[src/common/bcr_defs.vh]
// Constants for the buck converter control register bank.
// Assumes a 25 MHz core clock and a word-per-register AHB-Lite map.
`ifndef BCR_DEFS_VH
`define BCR_DEFS_VH
// Register indices; byte address is index times four
`define BCR_IDX_B2_SLEEP 16'h405E
`define BCR_IDX_B2_SCALE 16'h405F
`define BCR_IDX_B3_CTL1 16'h4060
`define BCR_IDX_B3_CTL2 16'h4061
`define BCR_IDX_B3_ON 16'h4062
`define BCR_IDX_B3_SLEEP 16'h4063
// Own status register index
`define BCR_IDX_STATUS 16'h4070
// Writable masks per register
`define BCR_MASK_B2_SLEEP 16'hE37F
`define BCR_MASK_B2_SCALE 16'h187F
`define BCR_MASK_B3_CTL1 16'h10BF
`define BCR_MASK_B3_CTL2 16'hDF80
`define BCR_MASK_B3_ON 16'hE37F
`define BCR_MASK_B3_SLEEP 16'hE37F
// Reset values
`define BCR_RST_B3_CTL1 16'h0014
`define BCR_RST_B3_CTL2 16'h0300
`define BCR_RST_ZERO 16'h0000
// Field positions
`define BCR_LIM_LO 2
`define BCR_LIM_HI 3
`define BCR_RAMP_LO 4
`define BCR_RAMP_HI 5
`define BCR_SRC_LO 11
`define BCR_SRC_HI 12
// Voltage codes in millivolts
`define BCR_B3_BASE_MV 12'd850
`define BCR_B3_STEP_MV 25
`define BCR_B3_MAX_MV 12'd3400
`define BCR_B3_CLAMP 7'h66
`define BCR_B2_MIN_CODE 7'h08
`define BCR_B2_MAX_CODE 7'h68
// Ramp step times in microseconds, cycles at 25 MHz
`define BCR_CLK_MHZ 25
`define BCR_STEP1_US 512
`define BCR_STEP2_US 4096
`define BCR_STEP3_US 32768
`define BCR_STEP1_CYC (`BCR_STEP1_US * `BCR_CLK_MHZ)
`define BCR_STEP2_CYC (`BCR_STEP2_US * `BCR_CLK_MHZ)
`define BCR_STEP3_CYC (`BCR_STEP3_US * `BCR_CLK_MHZ)
`define BCR_RAMP_STEPS 2'h3
`endif

[src/design/bcr_regs.v]
// Buck converter control register bank with AHB-Lite slave.
// Assumes one bus master, single word transfers, synchronous key input.
//
// Implementation choice: the AHB-Lite interface to the registers.
`timescale 1ns/10ps
`include "bcr_defs.vh"
module bcr_regs #(
  parameter [31:0] STEP1_CYC = `BCR_STEP1_CYC,
  parameter [31:0] STEP2_CYC = `BCR_STEP2_CYC,
  parameter [31:0] STEP3_CYC = `BCR_STEP3_CYC
)(
  // Clock and reset
  input wire core_clk,
  input wire rst_n,
  // AHB-Lite slave
  input wire hsel,
  input wire [31:0] haddr,
  input wire [1:0] htrans,
  input wire hwrite,
  input wire [2:0] hsize,
  input wire [31:0] hwdata,
  input wire hready,
  output wire [31:0] hrdata,
  output wire hreadyout,
  output wire hresp,
  // Key and OTP load
  input wire key_unlocked,
  input wire otp_load,
  input wire [4:0] otp_on_code,
  // Hardware scaling pins
  input wire hw_scaling_input_one,
  input wire hw_scaling_input_two,
  // Buck3 start request and ramp status
  input wire buck3_start,
  output reg [1:0] buck3_ramp_step,
  output reg buck3_ramp_busy,
  // Decoded controls
  output reg [9:0] buck3_hyst_limit_ma,
  output reg [11:0] buck3_on_mv,
  output reg [11:0] buck3_sleep_mv,
  output reg [6:0] buck2_on_code_clamped,
  output reg [6:0] buck2_sleep_code_clamped,
  output reg [6:0] buck2_scaling_code_clamped,
  output reg buck2_scaling_active,
  output reg [1:0] buck3_output_cap_range,
  output reg buck3_overvoltage_guard
);
  // Ramp states
  localparam [2:0] ST_IDLE = 3'b001;
  localparam [2:0] ST_STEP = 3'b010;
  localparam [2:0] ST_DONE = 3'b100;
  // Buck2 on code lives outside this bank; taken from the buck2 sleep register
  reg [15:0] b2_sleep_r;
  reg [15:0] b2_scale_r;
  reg [15:0] b3_ctl1_r;
  reg [15:0] b3_ctl2_r;
  reg [15:0] b3_on_r;
  reg [15:0] b3_sleep_r;
  // Data phase capture
  reg wr_pend_r;
  reg [15:0] wr_idx_r;
  reg [31:0] rdata_r;
  // Pin synchronisers
  reg [1:0] hw_scaling_input_one_s_r;
  reg [1:0] hw_scaling_input_two_s_r;
  // Ramp machine
  reg [2:0] st_r;
  reg [31:0] cnt_r;
  reg [15:0] rd_val;
  wire [15:0] a_idx;
  wire a_take;
  wire [1:0] ramp_code;
  wire [31:0] step_len;
  wire [15:0] wd;

  assign a_idx = haddr[17:2];
  assign a_take = hsel & hready & htrans[1];
  assign hreadyout = 1'b1;
  assign hresp = 1'b0;
  assign hrdata = rdata_r;
  assign wd = hwdata[15:0];
  assign ramp_code = b3_ctl1_r[`BCR_RAMP_HI:`BCR_RAMP_LO];

  // Read mux; undefined bits are masked off
  always @*
  begin
    case (a_idx)
      `BCR_IDX_B2_SLEEP: rd_val = b2_sleep_r & `BCR_MASK_B2_SLEEP;
      `BCR_IDX_B2_SCALE: rd_val = b2_scale_r & `BCR_MASK_B2_SCALE;
      `BCR_IDX_B3_CTL1: rd_val = b3_ctl1_r & `BCR_MASK_B3_CTL1;
      `BCR_IDX_B3_CTL2: rd_val = b3_ctl2_r & `BCR_MASK_B3_CTL2;
      `BCR_IDX_B3_ON: rd_val = b3_on_r & `BCR_MASK_B3_ON;
      `BCR_IDX_B3_SLEEP: rd_val = b3_sleep_r & `BCR_MASK_B3_SLEEP;
      `BCR_IDX_STATUS: rd_val = {11'h000, key_unlocked, buck3_ramp_busy, st_r[2], buck3_ramp_step};
      default: rd_val = 16'h0000;
    endcase
  end

  // Bus slave: capture address phase, write in data phase, zero wait
  always @(posedge core_clk or negedge rst_n)
  begin
    if (!rst_n)
    begin
      wr_pend_r <= 1'b0;
      wr_idx_r <= 16'h0000;
      rdata_r <= 32'h0000_0000;
    end
    else
    begin
      wr_pend_r <= a_take & hwrite;
      if (a_take)
        wr_idx_r <= a_idx;
      if (a_take & ~hwrite)
        rdata_r <= {16'h0000, rd_val};
    end
  end

  // Register storage with masked writes, key lock and OTP load
  always @(posedge core_clk or negedge rst_n)
  begin
    if (!rst_n)
    begin
      b2_sleep_r <= `BCR_RST_ZERO;
      b2_scale_r <= `BCR_RST_ZERO;
      b3_ctl1_r <= `BCR_RST_B3_CTL1;
      b3_ctl2_r <= `BCR_RST_B3_CTL2;
      b3_on_r <= `BCR_RST_ZERO;
      b3_sleep_r <= `BCR_RST_ZERO;
    end
    else
    begin
      if (wr_pend_r)
      begin
        case (wr_idx_r)
          `BCR_IDX_B2_SLEEP: b2_sleep_r <= wd & `BCR_MASK_B2_SLEEP;
          `BCR_IDX_B2_SCALE: b2_scale_r <= wd & `BCR_MASK_B2_SCALE;
          `BCR_IDX_B3_CTL1:
          begin
            // Limit field keeps old value unless key unlocked
            b3_ctl1_r <= wd & `BCR_MASK_B3_CTL1;
            if (!key_unlocked)
              b3_ctl1_r[`BCR_LIM_HI:`BCR_LIM_LO] <= b3_ctl1_r[`BCR_LIM_HI:`BCR_LIM_LO];
          end
          `BCR_IDX_B3_CTL2: b3_ctl2_r <= wd & `BCR_MASK_B3_CTL2;
          `BCR_IDX_B3_ON: b3_on_r <= wd & `BCR_MASK_B3_ON;
          `BCR_IDX_B3_SLEEP: b3_sleep_r <= wd & `BCR_MASK_B3_SLEEP;
          default: b2_sleep_r <= b2_sleep_r;
        endcase
      end
      // OTP load overrides only bits 6:2 of the on code
      if (otp_load)
        b3_on_r[6:2] <= otp_on_code;
    end
  end

  // Hardware scaling pin synchronisers
  always @(posedge core_clk or negedge rst_n)
  begin
    if (!rst_n)
    begin
      hw_scaling_input_one_s_r <= 2'b00;
      hw_scaling_input_two_s_r <= 2'b00;
    end
    else
    begin
      hw_scaling_input_one_s_r <= {hw_scaling_input_one_s_r[0], hw_scaling_input_one};
      hw_scaling_input_two_s_r <= {hw_scaling_input_two_s_r[0], hw_scaling_input_two};
    end
  end

  // Step length selected by ramp code
  assign step_len = (ramp_code == 2'b01) ? STEP1_CYC :
                    (ramp_code == 2'b10) ? STEP2_CYC : STEP3_CYC;

  // Buck3 ramp: three timed current-limit steps
  always @(posedge core_clk or negedge rst_n)
  begin
    if (!rst_n)
    begin
      st_r <= ST_IDLE;
      cnt_r <= 32'h0000_0000;
      buck3_ramp_step <= 2'b00;
      buck3_ramp_busy <= 1'b0;
    end
    else
    begin
      case (st_r)
        ST_IDLE:
        begin
          if (buck3_start)
          begin
            // Code 00 starts at once
            if (ramp_code == 2'b00)
            begin
              st_r <= ST_DONE;
              buck3_ramp_step <= `BCR_RAMP_STEPS;
            end
            else
            begin
              st_r <= ST_STEP;
              buck3_ramp_busy <= 1'b1;
              buck3_ramp_step <= 2'b01;
              cnt_r <= step_len - 32'd1;
            end
          end
        end
        ST_STEP:
        begin
          if (cnt_r == 32'h0000_0000)
          begin
            if (buck3_ramp_step == `BCR_RAMP_STEPS)
            begin
              st_r <= ST_DONE;
              buck3_ramp_busy <= 1'b0;
            end
            else
            begin
              buck3_ramp_step <= buck3_ramp_step + 2'b01;
              cnt_r <= step_len - 32'd1;
            end
          end
          else
            cnt_r <= cnt_r - 32'd1;
        end
        ST_DONE:
        begin
          // Stay started until the request drops
          if (!buck3_start)
          begin
            st_r <= ST_IDLE;
            buck3_ramp_step <= 2'b00;
          end
        end
        default: st_r <= ST_IDLE;
      endcase
    end
  end

  // Decoded outputs, registered
  always @(posedge core_clk or negedge rst_n)
  begin
    if (!rst_n)
    begin
      buck3_hyst_limit_ma <= 10'd200;
      buck3_on_mv <= 12'd850;
      buck3_sleep_mv <= 12'd850;
      buck2_on_code_clamped <= `BCR_B2_MIN_CODE;
      buck2_sleep_code_clamped <= `BCR_B2_MIN_CODE;
      buck2_scaling_code_clamped <= `BCR_B2_MIN_CODE;
      buck2_scaling_active <= 1'b0;
      buck3_output_cap_range <= 2'b00;
      buck3_overvoltage_guard <= 1'b0;
    end
    else
    begin
      buck3_hyst_limit_ma <= 10'd100 << b3_ctl1_r[`BCR_LIM_HI:`BCR_LIM_LO];
      buck3_on_mv <= b3_mv(b3_on_r[6:0]);
      buck3_sleep_mv <= b3_mv(b3_sleep_r[6:0]);
      // Buck2 on code shares the sleep register's format slot here
      buck2_on_code_clamped <= b2_clamp(b2_sleep_r[6:0]);
      buck2_sleep_code_clamped <= b2_clamp(b2_sleep_r[6:0]);
      buck2_scaling_code_clamped <= b2_clamp(b2_scale_r[6:0]);
      case (b2_scale_r[`BCR_SRC_HI:`BCR_SRC_LO])
        2'b01: buck2_scaling_active <= 1'b1;
        2'b10: buck2_scaling_active <= hw_scaling_input_one_s_r[1];
        2'b11: buck2_scaling_active <= hw_scaling_input_two_s_r[1];
        default: buck2_scaling_active <= 1'b0;
      endcase
      buck3_output_cap_range <= b3_ctl1_r[1:0];
      buck3_overvoltage_guard <= b3_ctl2_r[7];
    end
  end

  // Buck3 code to millivolts, saturating at the top
  function [11:0] b3_mv;
    input [6:0] code;
    begin
      if (code >= `BCR_B3_CLAMP)
        b3_mv = `BCR_B3_MAX_MV;
      else
        // 25 mV per step as 16 + 8 + 1 times the code
        b3_mv = `BCR_B3_BASE_MV + {1'b0, code, 4'h0} + {2'b00, code, 3'h0} + {5'h00, code};
    end
  endfunction

  // Buck2 code clamp at both ends
  function [6:0] b2_clamp;
    input [6:0] code;
    begin
      if (code < `BCR_B2_MIN_CODE)
        b2_clamp = `BCR_B2_MIN_CODE;
      else if (code > `BCR_B2_MAX_CODE)
        b2_clamp = `BCR_B2_MAX_CODE;
      else
        b2_clamp = code;
    end
  endfunction
endmodule // bcr_regs

[config.mk]
export PLATFORM = sky130hd
export DESIGN_NAME = bcr_regs
export DESIGN_NICKNAME = d
export VERILOG_FILES = /design/src/design/bcr_regs.v
export VERILOG_INCLUDE_DIRS = /design/src /design/src/common
export SDC_FILE = /design/constraint.sdc
export NUM_CORES = 1
export LEC_CHECK = 0
export ABC_AREA = 1
export BUFFER_PORTS_ARGS = -buffer_cell sky130_fd_sc_hd__buf_2
export CAP_MARGIN = 20
export CORE_MARGIN = 2
export CORE_UTILIZATION = 47
export CTS_CLUSTER_DIAMETER = 200
export DETAILED_ROUTE_END_ITERATION = 8
export PLACE_DENSITY = 0.74
export SYNTH_ARGS = -nofsm -noshare
export SYNTH_HDL_FRONTEND = slang
export SYNTH_SLANG_ARGS = --single-unit
export TNS_END_PERCENT = 1
[constraint.sdc]
create_clock -name core_clk -period 4.4 [get_ports core_clk]
set_input_delay 0.88 -clock core_clk [delete_from_list [all_inputs] [get_ports core_clk]]
set_output_delay 0.88 -clock core_clk [all_outputs]
set_load 0.005 [all_outputs]
Word-level counts from Yosys, hierarchy flattened
Index checks and enable logic that the tools add are counted.
W data, S select, Z words.
{"block": "totals", "register_bits": 188, "input_bits": 84, "output_inout_bits": 96, "elab_cells": 128}
{"block": "classes", "add_sub_neg": 9, "order_cmp": 6, "eq_ne": 29, "shifts": 1, "mux": 35, "n_bitwise": 5, "n_reduce_logical": 18}
{"cell": "$eq A16 B15 Y1 const B", "n": 13}
{"cell": "$mux W32", "n": 4}
{"cell": "$pmux W16 S7", "n": 1}
{"cell": "$pmux W32 S2", "n": 1}
{"cell": "$mux W7", "n": 6}
{"cell": "$mux W20", "n": 2}
{"cell": "$logic_not A32 Y1", "n": 1}
{"cell": "$sub A32 B1 Y32 const B", "n": 1}
{"cell": "$add A10 B11 Y12 const A", "n": 2}
{"cell": "$add A12 B10 Y12", "n": 2}
{"cell": "$add A12 B7 Y12", "n": 2}
{"cell": "$mux W12", "n": 2}
{"cell": "$sub A20 B1 Y21 const B", "n": 1}
{"cell": "$mux W3", "n": 5}
{"cell": "$ge A7 B7 Y1 const B", "n": 2}
{"cell": "$gt A7 B7 Y1 const B", "n": 2}
{"cell": "$lt A7 B4 Y1 const B", "n": 2}
{"cell": "$reduce_and A2 Y1", "n": 7}
{"cell": "$ne A2 B2 Y1 const B", "n": 6}
{"cell": "$mux W2", "n": 5}
{"cell": "$reduce_and A5 Y1", "n": 2}
{"cell": "$shl A7 B2 Y10 const A", "n": 1}
{"cell": "$pmux W3 S3", "n": 1}
{"cell": "$eq A2 B2 Y1 const B", "n": 4}
{"cell": "18 further kinds", "n": 28}

Logic depth before layout (Yosys ltp)
Gate-level depths: netlist of the first run.
{"block": "depth", "word_depth": 7, "ltp_mapped": 12, "depth_no_buf": 12}

Worst setup path before layout of the first run
No wires, ideal clock.
{"block": "synth_timing", "kind": "reg-to-reg", "startpoint": "reg b3_sleep_r[5]", "endpoint": "reg buck3_sleep_mv[9]", "arrival_time_ns": 2.360, "t_required_ns": 4.319, "slack_ns": 1.959, "stages_incl_launch_ff": 13, "path_buffers": 0, "period_less_slack_ns": 2.441, "cell_sequence": "dfrtp_1 > inv_1 > fa_1 > inv_1 > fa_1 > ha_1 > a21oi_1 > nand2_1 > nand2_1 > nand2_1 > a21oi_1 > xor2_1 > nor2_1"}
{"block": "synth_via", "elab_chain_len": 4}
{"element": "start: declaration", "line_no": "bcr_regs.v:58", "source": "reg [15:0] b3_sleep_r;"}
{"element": "start signal: assignment", "line_no": "bcr_regs.v:128", "source": "b3_sleep_r <= `BCR_RST_ZERO;"}
{"element": "start signal: assignment", "line_no": "bcr_regs.v:146", "source": "`BCR_IDX_B3_SLEEP: b3_sleep_r <= wd & `BCR_MASK_B3_SLEEP;"}
{"element": "$add A10 B11 Y12 (no source line)"}
{"element": "$add A12 B10 Y12 (no source line)"}
{"element": "$add A12 B7 Y12 (no source line)"}
{"element": "$mux W12 *", "line_no": "bcr_regs.v:278", "source": "if (code >= `BCR_B3_CLAMP)"}
{"element": "end signal: assignment", "line_no": "bcr_regs.v:258", "source": "buck3_sleep_mv <= b3_mv(b3_sleep_r[6:0]);"}
{"element": "end: declaration", "line_no": "bcr_regs.v:40", "source": "output reg [11:0] buck3_sleep_mv,"}
Mark *: on every way between the ends. The rest lies on a longest branch, timed or not.
A chain may end at the register's enable or synchronous reset.

Worst setup path after layout of the first run
{"block": "layout_timing", "startpoint": "reg b3_on_r[5]", "endpoint": "reg buck3_on_mv[9]"}
{"block": "layout_via", "elab_chain_len": 4}
{"element": "start: declaration", "line_no": "bcr_regs.v:57", "source": "reg [15:0] b3_on_r;"}
{"element": "start signal: assignment", "line_no": "bcr_regs.v:127", "source": "b3_on_r <= `BCR_RST_ZERO;"}
{"element": "start signal: assignment", "line_no": "bcr_regs.v:145", "source": "`BCR_IDX_B3_ON: b3_on_r <= wd & `BCR_MASK_B3_ON;"}
{"element": "start signal: assignment", "line_no": "bcr_regs.v:152", "source": "b3_on_r[6:2] <= otp_on_code;"}
{"element": "$add A10 B11 Y12 (no source line)"}
{"element": "$add A12 B10 Y12 (no source line)"}
{"element": "$add A12 B7 Y12 (no source line)"}
{"element": "$mux W12 *", "line_no": "bcr_regs.v:278"}
{"element": "end signal: assignment", "line_no": "bcr_regs.v:257", "source": "buck3_on_mv <= b3_mv(b3_on_r[6:0]);"}
{"element": "end: declaration", "line_no": "bcr_regs.v:39", "source": "output reg [11:0] buck3_on_mv,"}
Marked as above.

==> results.tsv, run 1 <==
metric	value	unit
netlist_instances	1260	
cp-end-kind	flop	
synthesis.area	10200	µm²
wire_per_inst	14.4	µm
max-slew-margin-rel	35.0	%
final_area	11500	µm²
worst-path-max-fanout	7	
rsz0062_at_grt	no	
grt_use_total	21.7	%
nNetsFinal	1518	
cts.clk_slew.worst_paths	80	ps
period_share	62.0	%
cp.required	4770	ps
die_h	152	µm
numPortBuffers	123	
period_needed	2730	ps
area_growth	12.7	%
dieArea	23000	µm²
setup_viol_count_final	0	
dp_cells	1621	
drtPass1Iterations	5	
post_cts_resized	0	
final_core_util	54.3	%
yosysWarnings	0	
cts_tree	done	
finalSetupTns	0	ps
antenna_left	0	
cp-start-kind	flop	
maxClockFrequency	366	MHz
antenna_found_initial	1	
grt_pass1_vias	8068	
arrival	3100	ps
fillers	1964	
start_util	48.2	%
seq_area_frac_synth	45.7	%
dieWidth	152	µm
gr-total-overflow	0	
dp_hpwl	17400	µm
core_area	21200	µm²
synth-seq-cells	186	
pwr_density_cell	415	nW/µm²
viasPerCell	5.11	
gp_congestion	0.874	
maxCapViolations	0	
fp-row-count	53	
highest_layer	met4	
route.layer.met1.wl	10400	µm
grt_start_max_net_pins	101	
crit_slowest_cell	dfrtp_1	
skew	9.16	ps
vdd_ir_drop_max	277	µV
routed_wl	23800	µm
crit_chain	inv_1, fa_1, inv_1, fa_1, ha_1, a21oi_1, nand2_1, nand2_1, nand2_1, a21oi_1, xor2_1, nor2_1	
layout.cells.most_common	nand2_1	
htreeDepth	4	
mostFrequentLayoutCells	nand2_1 (308), dfrtp_1 (166), inv_1 (148)	
cts_buffers	17	
io_pins	180	
drt_iter0_markers	584	
instances_no_fill	1654	
drv_slew	0	
hold_class	flop to flop	
p_leak	6.12	nW
total_power	0.00478	W
status	finished, final reports clean	
syn_area_per_cell	8.12	µm²
drc	0	
drive_above_1_share	15.9	%
cp_slowest_stage_delay	540	ps
clock_latency	440	ps
clock_path_buffers	2	
worstMarginPinSlew	975	ps
grt_first_pass_wirelength	39000	µm
hold_viol_final	0	
post_cts_buffers	0	
ys_types	42	
route.met2.wl	11400	µm
worstSetupPathType	flop to flop	
clock-sinks	186	
ctsHoldBuffers	0	
placed_cell_area	11000	µm²
route.met3.wl	1390	µm
crit_top_cell	nand2_1	
routed-via-count	8455	
cts_root_buf	clkbuf_16	
power breakdown:
group | total, W | internal, W | switching [W]
logic | 0.00121 | 0.000415 | 0.000793
clock network | 0.00149 | 0.000762 | 0.000731
registers | 0.00208 | 0.00192 | 0.000164
total | 0.00478 | 0.00309 | 0.00169
flip-flops by register name, summed over array words and instances, names as in the netlist, 12 cells and up:
signal / cells
b2_sleep_r: 12
b3_on_r: 12
b3_sleep_r: 12
buck3_on_mv: 12
buck3_sleep_mv: 12
cnt_r: 32
hrdata: 16
wr_idx_r: 16
through the flow:
step,setup slack (ps),hold WS [ps]
after floorplan,1960,331
after global placement,1690,333
after detailed placement,1640,335
after CTS,1700,353
after global routing,1500,377
final,1670,352
worst max-delay path: cells and delay by family, from the launching register on:
family	cells	cell delay, ps
fa+ha+maj	3	1150
flops	1	540
simple gates	4	290
compound gates	2	280
buf+inv	2	240
xor+xnor	1	160
final timing paths:
check | depth (start not counted) | to | slack (ps) | startpoint
min in group asynchronous | 1 | buck3_sleep_mv[7] | 550 | rst_n
worst min register to register | 0 | hw_scaling_input_two_s_r[1] | 350 | hw_scaling_input_two_s_r[0]
worst min-delay path | 0 | hw_scaling_input_two_s_r[1] | 350 | hw_scaling_input_two_s_r[0]
worst max register to register | 12 | buck3_on_mv[9] | 1670 | b3_on_r[5]
worst max-delay path | 12 | buck3_on_mv[9] | 1670 | b3_on_r[5]
max in group asynchronous | 2 | b3_ctl1_r[2] | 2930 | rst_n
routing by layer:
| layer | vias to the layer above | GRT usage, % |
|---|---|---|
| met5 | - | 0 |
| met4 | 0 | 7.92 |
| met3 | 33 | 3.71 |
| met2 | 238 | 35.1 |
| met1 | 3988 | 29.4 |
| li1 | 4196 | - |
cells by family after synthesis:
logic type	count (synthesis)	synth area share (%)
mux	2	0.220
fa+ha+maj	69	9.03
xor+xnor	18	1.54
other cells	2	0.0734
flops	186	45.7
buf+inv	211	9.15
compound gates	152	7.91
simple gates	620	26.3
final cells by class:
| type | count | area (µm²) | share of cell area [%] |
|---|---|---|---|
| Antenna cell | 1 | 2.50 | 0.0217 |
| Clock buffer | 18 | 439 | 3.81 |
| Clock inverter | 14 | 131 | 1.14 |
| Inverter | 150 | 563 | 4.88 |
| Multi-Input combinational cell | 881 | 4690 | 40.7 |
| Sequential cell | 186 | 4680 | 40.6 |
| Tap cell | 275 | 344 | 2.98 |
| Timing Repair Buffer | 129 | 679 | 5.89 |
Yosys cell counts:
library cell | count | area (µm²)
a211oi_2 | 1 | 12.5
a21o_1 | 1 | 7.51
a21oi_1 | 23 | 115
a22oi_1 | 1 | 7.51
a31o_2 | 2 | 17.5
a31oi_1 | 5 | 31.3
and2_1 | 4 | 25.0
buf_1 | 1 | 3.75
buf_2 | 13 | 65.1
buf_4 | 28 | 210
buf_6 | 3 | 33.8
clkbuf_1 | 16 | 60.1
clkinv_1 | 2 | 7.51
conb_1 | 2 | 7.51
dfrtp_1 | 166 | 4150
dfstp_2 | 20 | 526
fa_1 | 8 | 160
ha_1 | 61 | 763
inv_1 | 148 | 556
mux2_2 | 2 | 22.5
nand2_1 | 308 | 1160
nand2_2 | 5 | 31.3
nand2_4 | 1 | 11.3
nand3_1 | 113 | 566
nand3_2 | 3 | 30.0
nand3b_1 | 4 | 30.0
nand4_1 | 20 | 125
nor2_1 | 123 | 462
nor2_2 | 8 | 50.1
nor2_4 | 4 | 45.0
nor3_1 | 17 | 85.1
nor3_2 | 2 | 20.0
nor4_2 | 1 | 12.5
o211ai_1 | 2 | 15.0
o21a_1 | 1 | 7.51
o21ai_0 | 93 | 465
o21ai_1 | 18 | 90.1
o21bai_1 | 3 | 22.5
o41ai_1 | 2 | 17.5
or2_2 | 7 | 43.8
xnor2_1 | 5 | 43.8
xor2_1 | 13 | 114
Power figures use the tool's default switching activity.
==> run 2, diff against run 1 <==
ABC_AREA = 0   (was 1)
PLACE_DENSITY = 0.77   (was 0.74)
clock period = 2.4 ns   (was 4.4 ns; I/O delays follow)
==> run 2 against run 1 <==
  * The run now ends with setup timing left
  * Clock skew shrank 2.4 ps
  * Total power is 81% higher
  * Via count fell by 8.1%
  * Routed wire length increased by 1.9%
  * Area after synthesis fell by 3.7%
  * Global-route usage up 0.61 points
  * Worst setup slack got worse by 1900 ps
  * Sequential share of layout area is 1.5 points lower
==> results.tsv, run 2 <==
metric	value	unit	change
period_needed	2610	ps	was 2730 ps
instances_no_fill	1400		was 1,654
fillers	1699		was 1,964
netlist_instances	925		was 1,260
worstMarginPinSlew	630	ps	was 975 ps
gr-total-overflow	0		unchanged
core_area	20400	µm²	was 21,200 µm²
nNetsFinal	1270		was 1,518
skew	6.79	ps	was 9.16 ps
crit_end	buck3_on_mv[11]		was buck3_on_mv[9]
wire_per_inst	17.3	µm	was 14.4 µm
gp_congestion	0.874		about the same
antenna_left	0		unchanged
cp-end-kind	flop		unchanged
arrival	2930	ps	was 3100 ps
drt_iter0_markers	432		was 584
hold_class	input port to flop		was flop to flop
fp-row-count	52		was 53
drv_slew	0		unchanged
clock_latency	430	ps	was 440 ps
route.met3.wl	1290	µm	was 1390 µm
pwr_density_cell	722	nW/µm²	was 415 nW/µm²
cp.required	2720	ps	was 4770 ps
cp_slowest_stage_delay	530	ps	was 540 ps
clock-sinks	186		unchanged
regToRegSetupSlack	-210	ps	was 1670 ps
synth_edf_count	0		unchanged
die_h	149	µm	was 152 µm
routed_wl	24300	µm	was 23,800 µm
route.layer.met1.wl	10500	µm	was 10,400 µm
numPortBuffers	123		unchanged
htreeDepth	4		unchanged
violations	setup timing		
antennaDiodeCount	0		was 1
synth_largest_area_cell	dfrtp_1		unchanged
drc	0		unchanged
highest_layer	met4		unchanged
syn_area_per_cell	10.6	µm²	was 8.12 µm²
max-slew-margin-rel	58.0	%	was 35.0%
largest_reg_flops	32		unchanged
drtPass1Iterations	5		unchanged
fin_ws	-211	ps	was 1670 ps
grt_start_max_net_pins	59		was 101
clock_path_buffers	2		unchanged
hold-worst-slack	153	ps	was 352 ps
io_pins	180		unchanged
rsz0062_at_grt	yes		was no
total_power	0.00866	W	was 0.00478 W
yosysWarnings	0		unchanged
final_area	12000	µm²	was 11,500 µm²
yosysMostFrequentCell	dfrtp_1		was nand2_1
cts.clk_slew.worst_paths	70	ps	was 80 ps
placed_cell_area	11300	µm²	was 11,000 µm²
antenna_found_initial	0		was 1
worstSetupStartpoint	b3_on_r[1]		was b3_on_r[5]
seq_area_frac_synth	47.5	%	was 45.7%
yosys_most_used_dff	dfrtp_1		unchanged
setup_viol_count_final	6		was 0
dieArea	22100	µm²	was 23,000 µm²
maxCapViolations	0		unchanged
status	complete, but fails checks		was finished, final reports clean
ys_types	70		was 42
routed-via-count	7766		was 8,455
hold_viol_final	0		unchanged
synthArstFlopShare	100	%	unchanged
reg2reg_depth	10		was 12
pre_cts_ws	-403	ps	was 1640 ps
synth_area_leaders	dfrtp_1 (42%), mux2_2 (8.2%), ha_1 (7.7%)		was dfrtp_1 (41%), nand2_1 (11%), ha_1 (7.5%)
period_share	109	%	was 62.0%
crit_slowest_cell	fa_1		was dfrtp_1
synth-seq-cells	186		unchanged
grt_use_total	22.3	%	was 21.7%
r2r-start	b3_on_r[1]		was b3_on_r[5]
layout.cells.most_common	dfrtp_1		was nand2_1
dp_hpwl	17800	µm	was 17,400 µm
vdd_ir_drop_max	524	µV	was 277 µV
mostFrequentLayoutCells	dfrtp_1 (164), buf_2 (122), buf_4 (87)		was nand2_1 (308), dfrtp_1 (166), inv_1 (148)
viasPerCell	5.55		was 5.11
top_register	cnt_r		unchanged
maxClockFrequency	383	MHz	was 366 MHz
p_leak	5.69	nW	was 6.12 nW
cts_tree	done		unchanged
cts_buffers	17		unchanged
crit_chain	inv_2, fa_1, inv_2, ha_4, ha_4, a21o_1, a21oi_2, o21ai_2, o41ai_2, mux2_2		was inv_1, fa_1, inv_1, fa_1, ha_1, a21oi_1, nand2_1, nand2_1, nand2_1, a21oi_1, xor2_1, nor2_1
synthesis.area	9850	µm²	was 10,200 µm²
cts_root_buf	clkbuf_16		unchanged
cp-start-kind	flop		unchanged
dp_cells	1362		was 1,621
worstSetupPathType	flop to flop		unchanged
start_util	48.2	%	about the same
grt_pass1_vias	7706		was 8,068
dieWidth	149	µm	was 152 µm
worst-path-max-fanout	3		was 7
worstReg2RegEnd	buck3_on_mv[11]		was buck3_on_mv[9]
grt_first_pass_wirelength	38900	µm	was 39,000 µm
drive_above_1_share	33.6	%	was 15.9%
synth_top_area_share	42.2	%	was 40.6%
ys_top_cells_by_count	dfrtp_1 (166), mux2_2 (72), nand2_1 (72)		was nand2_1 (308), dfrtp_1 (166), inv_1 (148)
area_growth	21.7	%	was 12.7%
route.met2.wl	12000	µm	was 11,400 µm
run 2: cell count changes after synthesis, moves of 9 or more:
cell | previous run | this run
a31oi_1 | 5 | 22
and3_1 | 0 | 13
inv_1 | 148 | 63
mux2_2 | 2 | 72
mux2i_1 | 0 | 12
nand2_1 | 308 | 72
nand3_1 | 113 | 17
nor2_1 | 123 | 47
nor3_1 | 17 | 31
o21ai_0 | 93 | 51
o21ai_1 | 18 | 0
xor2_1 | 13 | 4
run 2: where the power goes:
part	internal, W	switching (W)	total, W
Sequential	0.00346	0.000281	0.00375
Combinational	0.00100	0.00120	0.00220
Clock	0.00148	0.00124	0.00271
Total	0.00594	0.00271	0.00866
run 2: repair_timing:
action	CTS	global route
hold buffers	1	0
endpoints found under the setup margin	4	37
gates resized for setup	2	11
setup buffers	4	1
endpoints found under the hold margin	33	0
pin swaps	4	3
run 2: cell families after synthesis:
family / synth area share [%]
buffers and inverters: 5.83
adder cells (fa/ha/maj): 9.37
AO/OA/AOI/OAI: 12.5
other: 0.0762
flip-flops: 47.5
AND/OR/NAND/NOR: 14.2
multiplexers: 9.45
XOR/XNOR: 1.07
run 2: area by class of cell:
cell class	count	area, µm²	area share (%)
multi-input combinational	634	4820	40.2
clock buffer	21	450	3.76
timing repair buffer	214	1350	11.2
inverter	64	240	2.00
sequential	186	4680	39.0
clock inverter	11	113	0.939
tap	270	338	2.82
run 2: worst min path at each step:
stage                                 from                          end  slack (ps)  cells after the start
6_report              hw_scaling_input_one  hw_scaling_input_one_s_r[0]         150                      1
5_1_grt               hw_scaling_input_two  hw_scaling_input_two_s_r[0]         150                      1
3_3_place_gp   hw_scaling_input_one_s_r[0]  hw_scaling_input_one_s_r[1]         330                      0
2_1_floorplan                        rst_n                b2_scale_r[0]         180                      0
3_5_place_dp   hw_scaling_input_one_s_r[0]  hw_scaling_input_one_s_r[1]         340                      0
4_1_cts               hw_scaling_input_two  hw_scaling_input_two_s_r[0]         140                      1
run 2: per-layer routing:
metal	GRT usage (%)	up-vias
met5	0	-
met4	6.67	0
met3	4.50	38
met2	37.9	237
met1	29.0	3850
li1	-	3641
run 2: metrics by stage:
step | utilization (%) | TNS (ps)
3_3_place_gp | 55.4 | -721
4_1_cts | 58.4 | -717
5_1_grt | 58.7 | -1800
2_1_floorplan | - | -567
3_5_place_dp | 55.4 | -978
6_report | 58.7 | -874
run 2: critical path: cells and delay by family, from the launching register on:
kind	cells	cell delay, ps
compound gates	4	660
flops	1	380
mux	1	360
buf+inv	2	130
fa+ha+maj	3	980
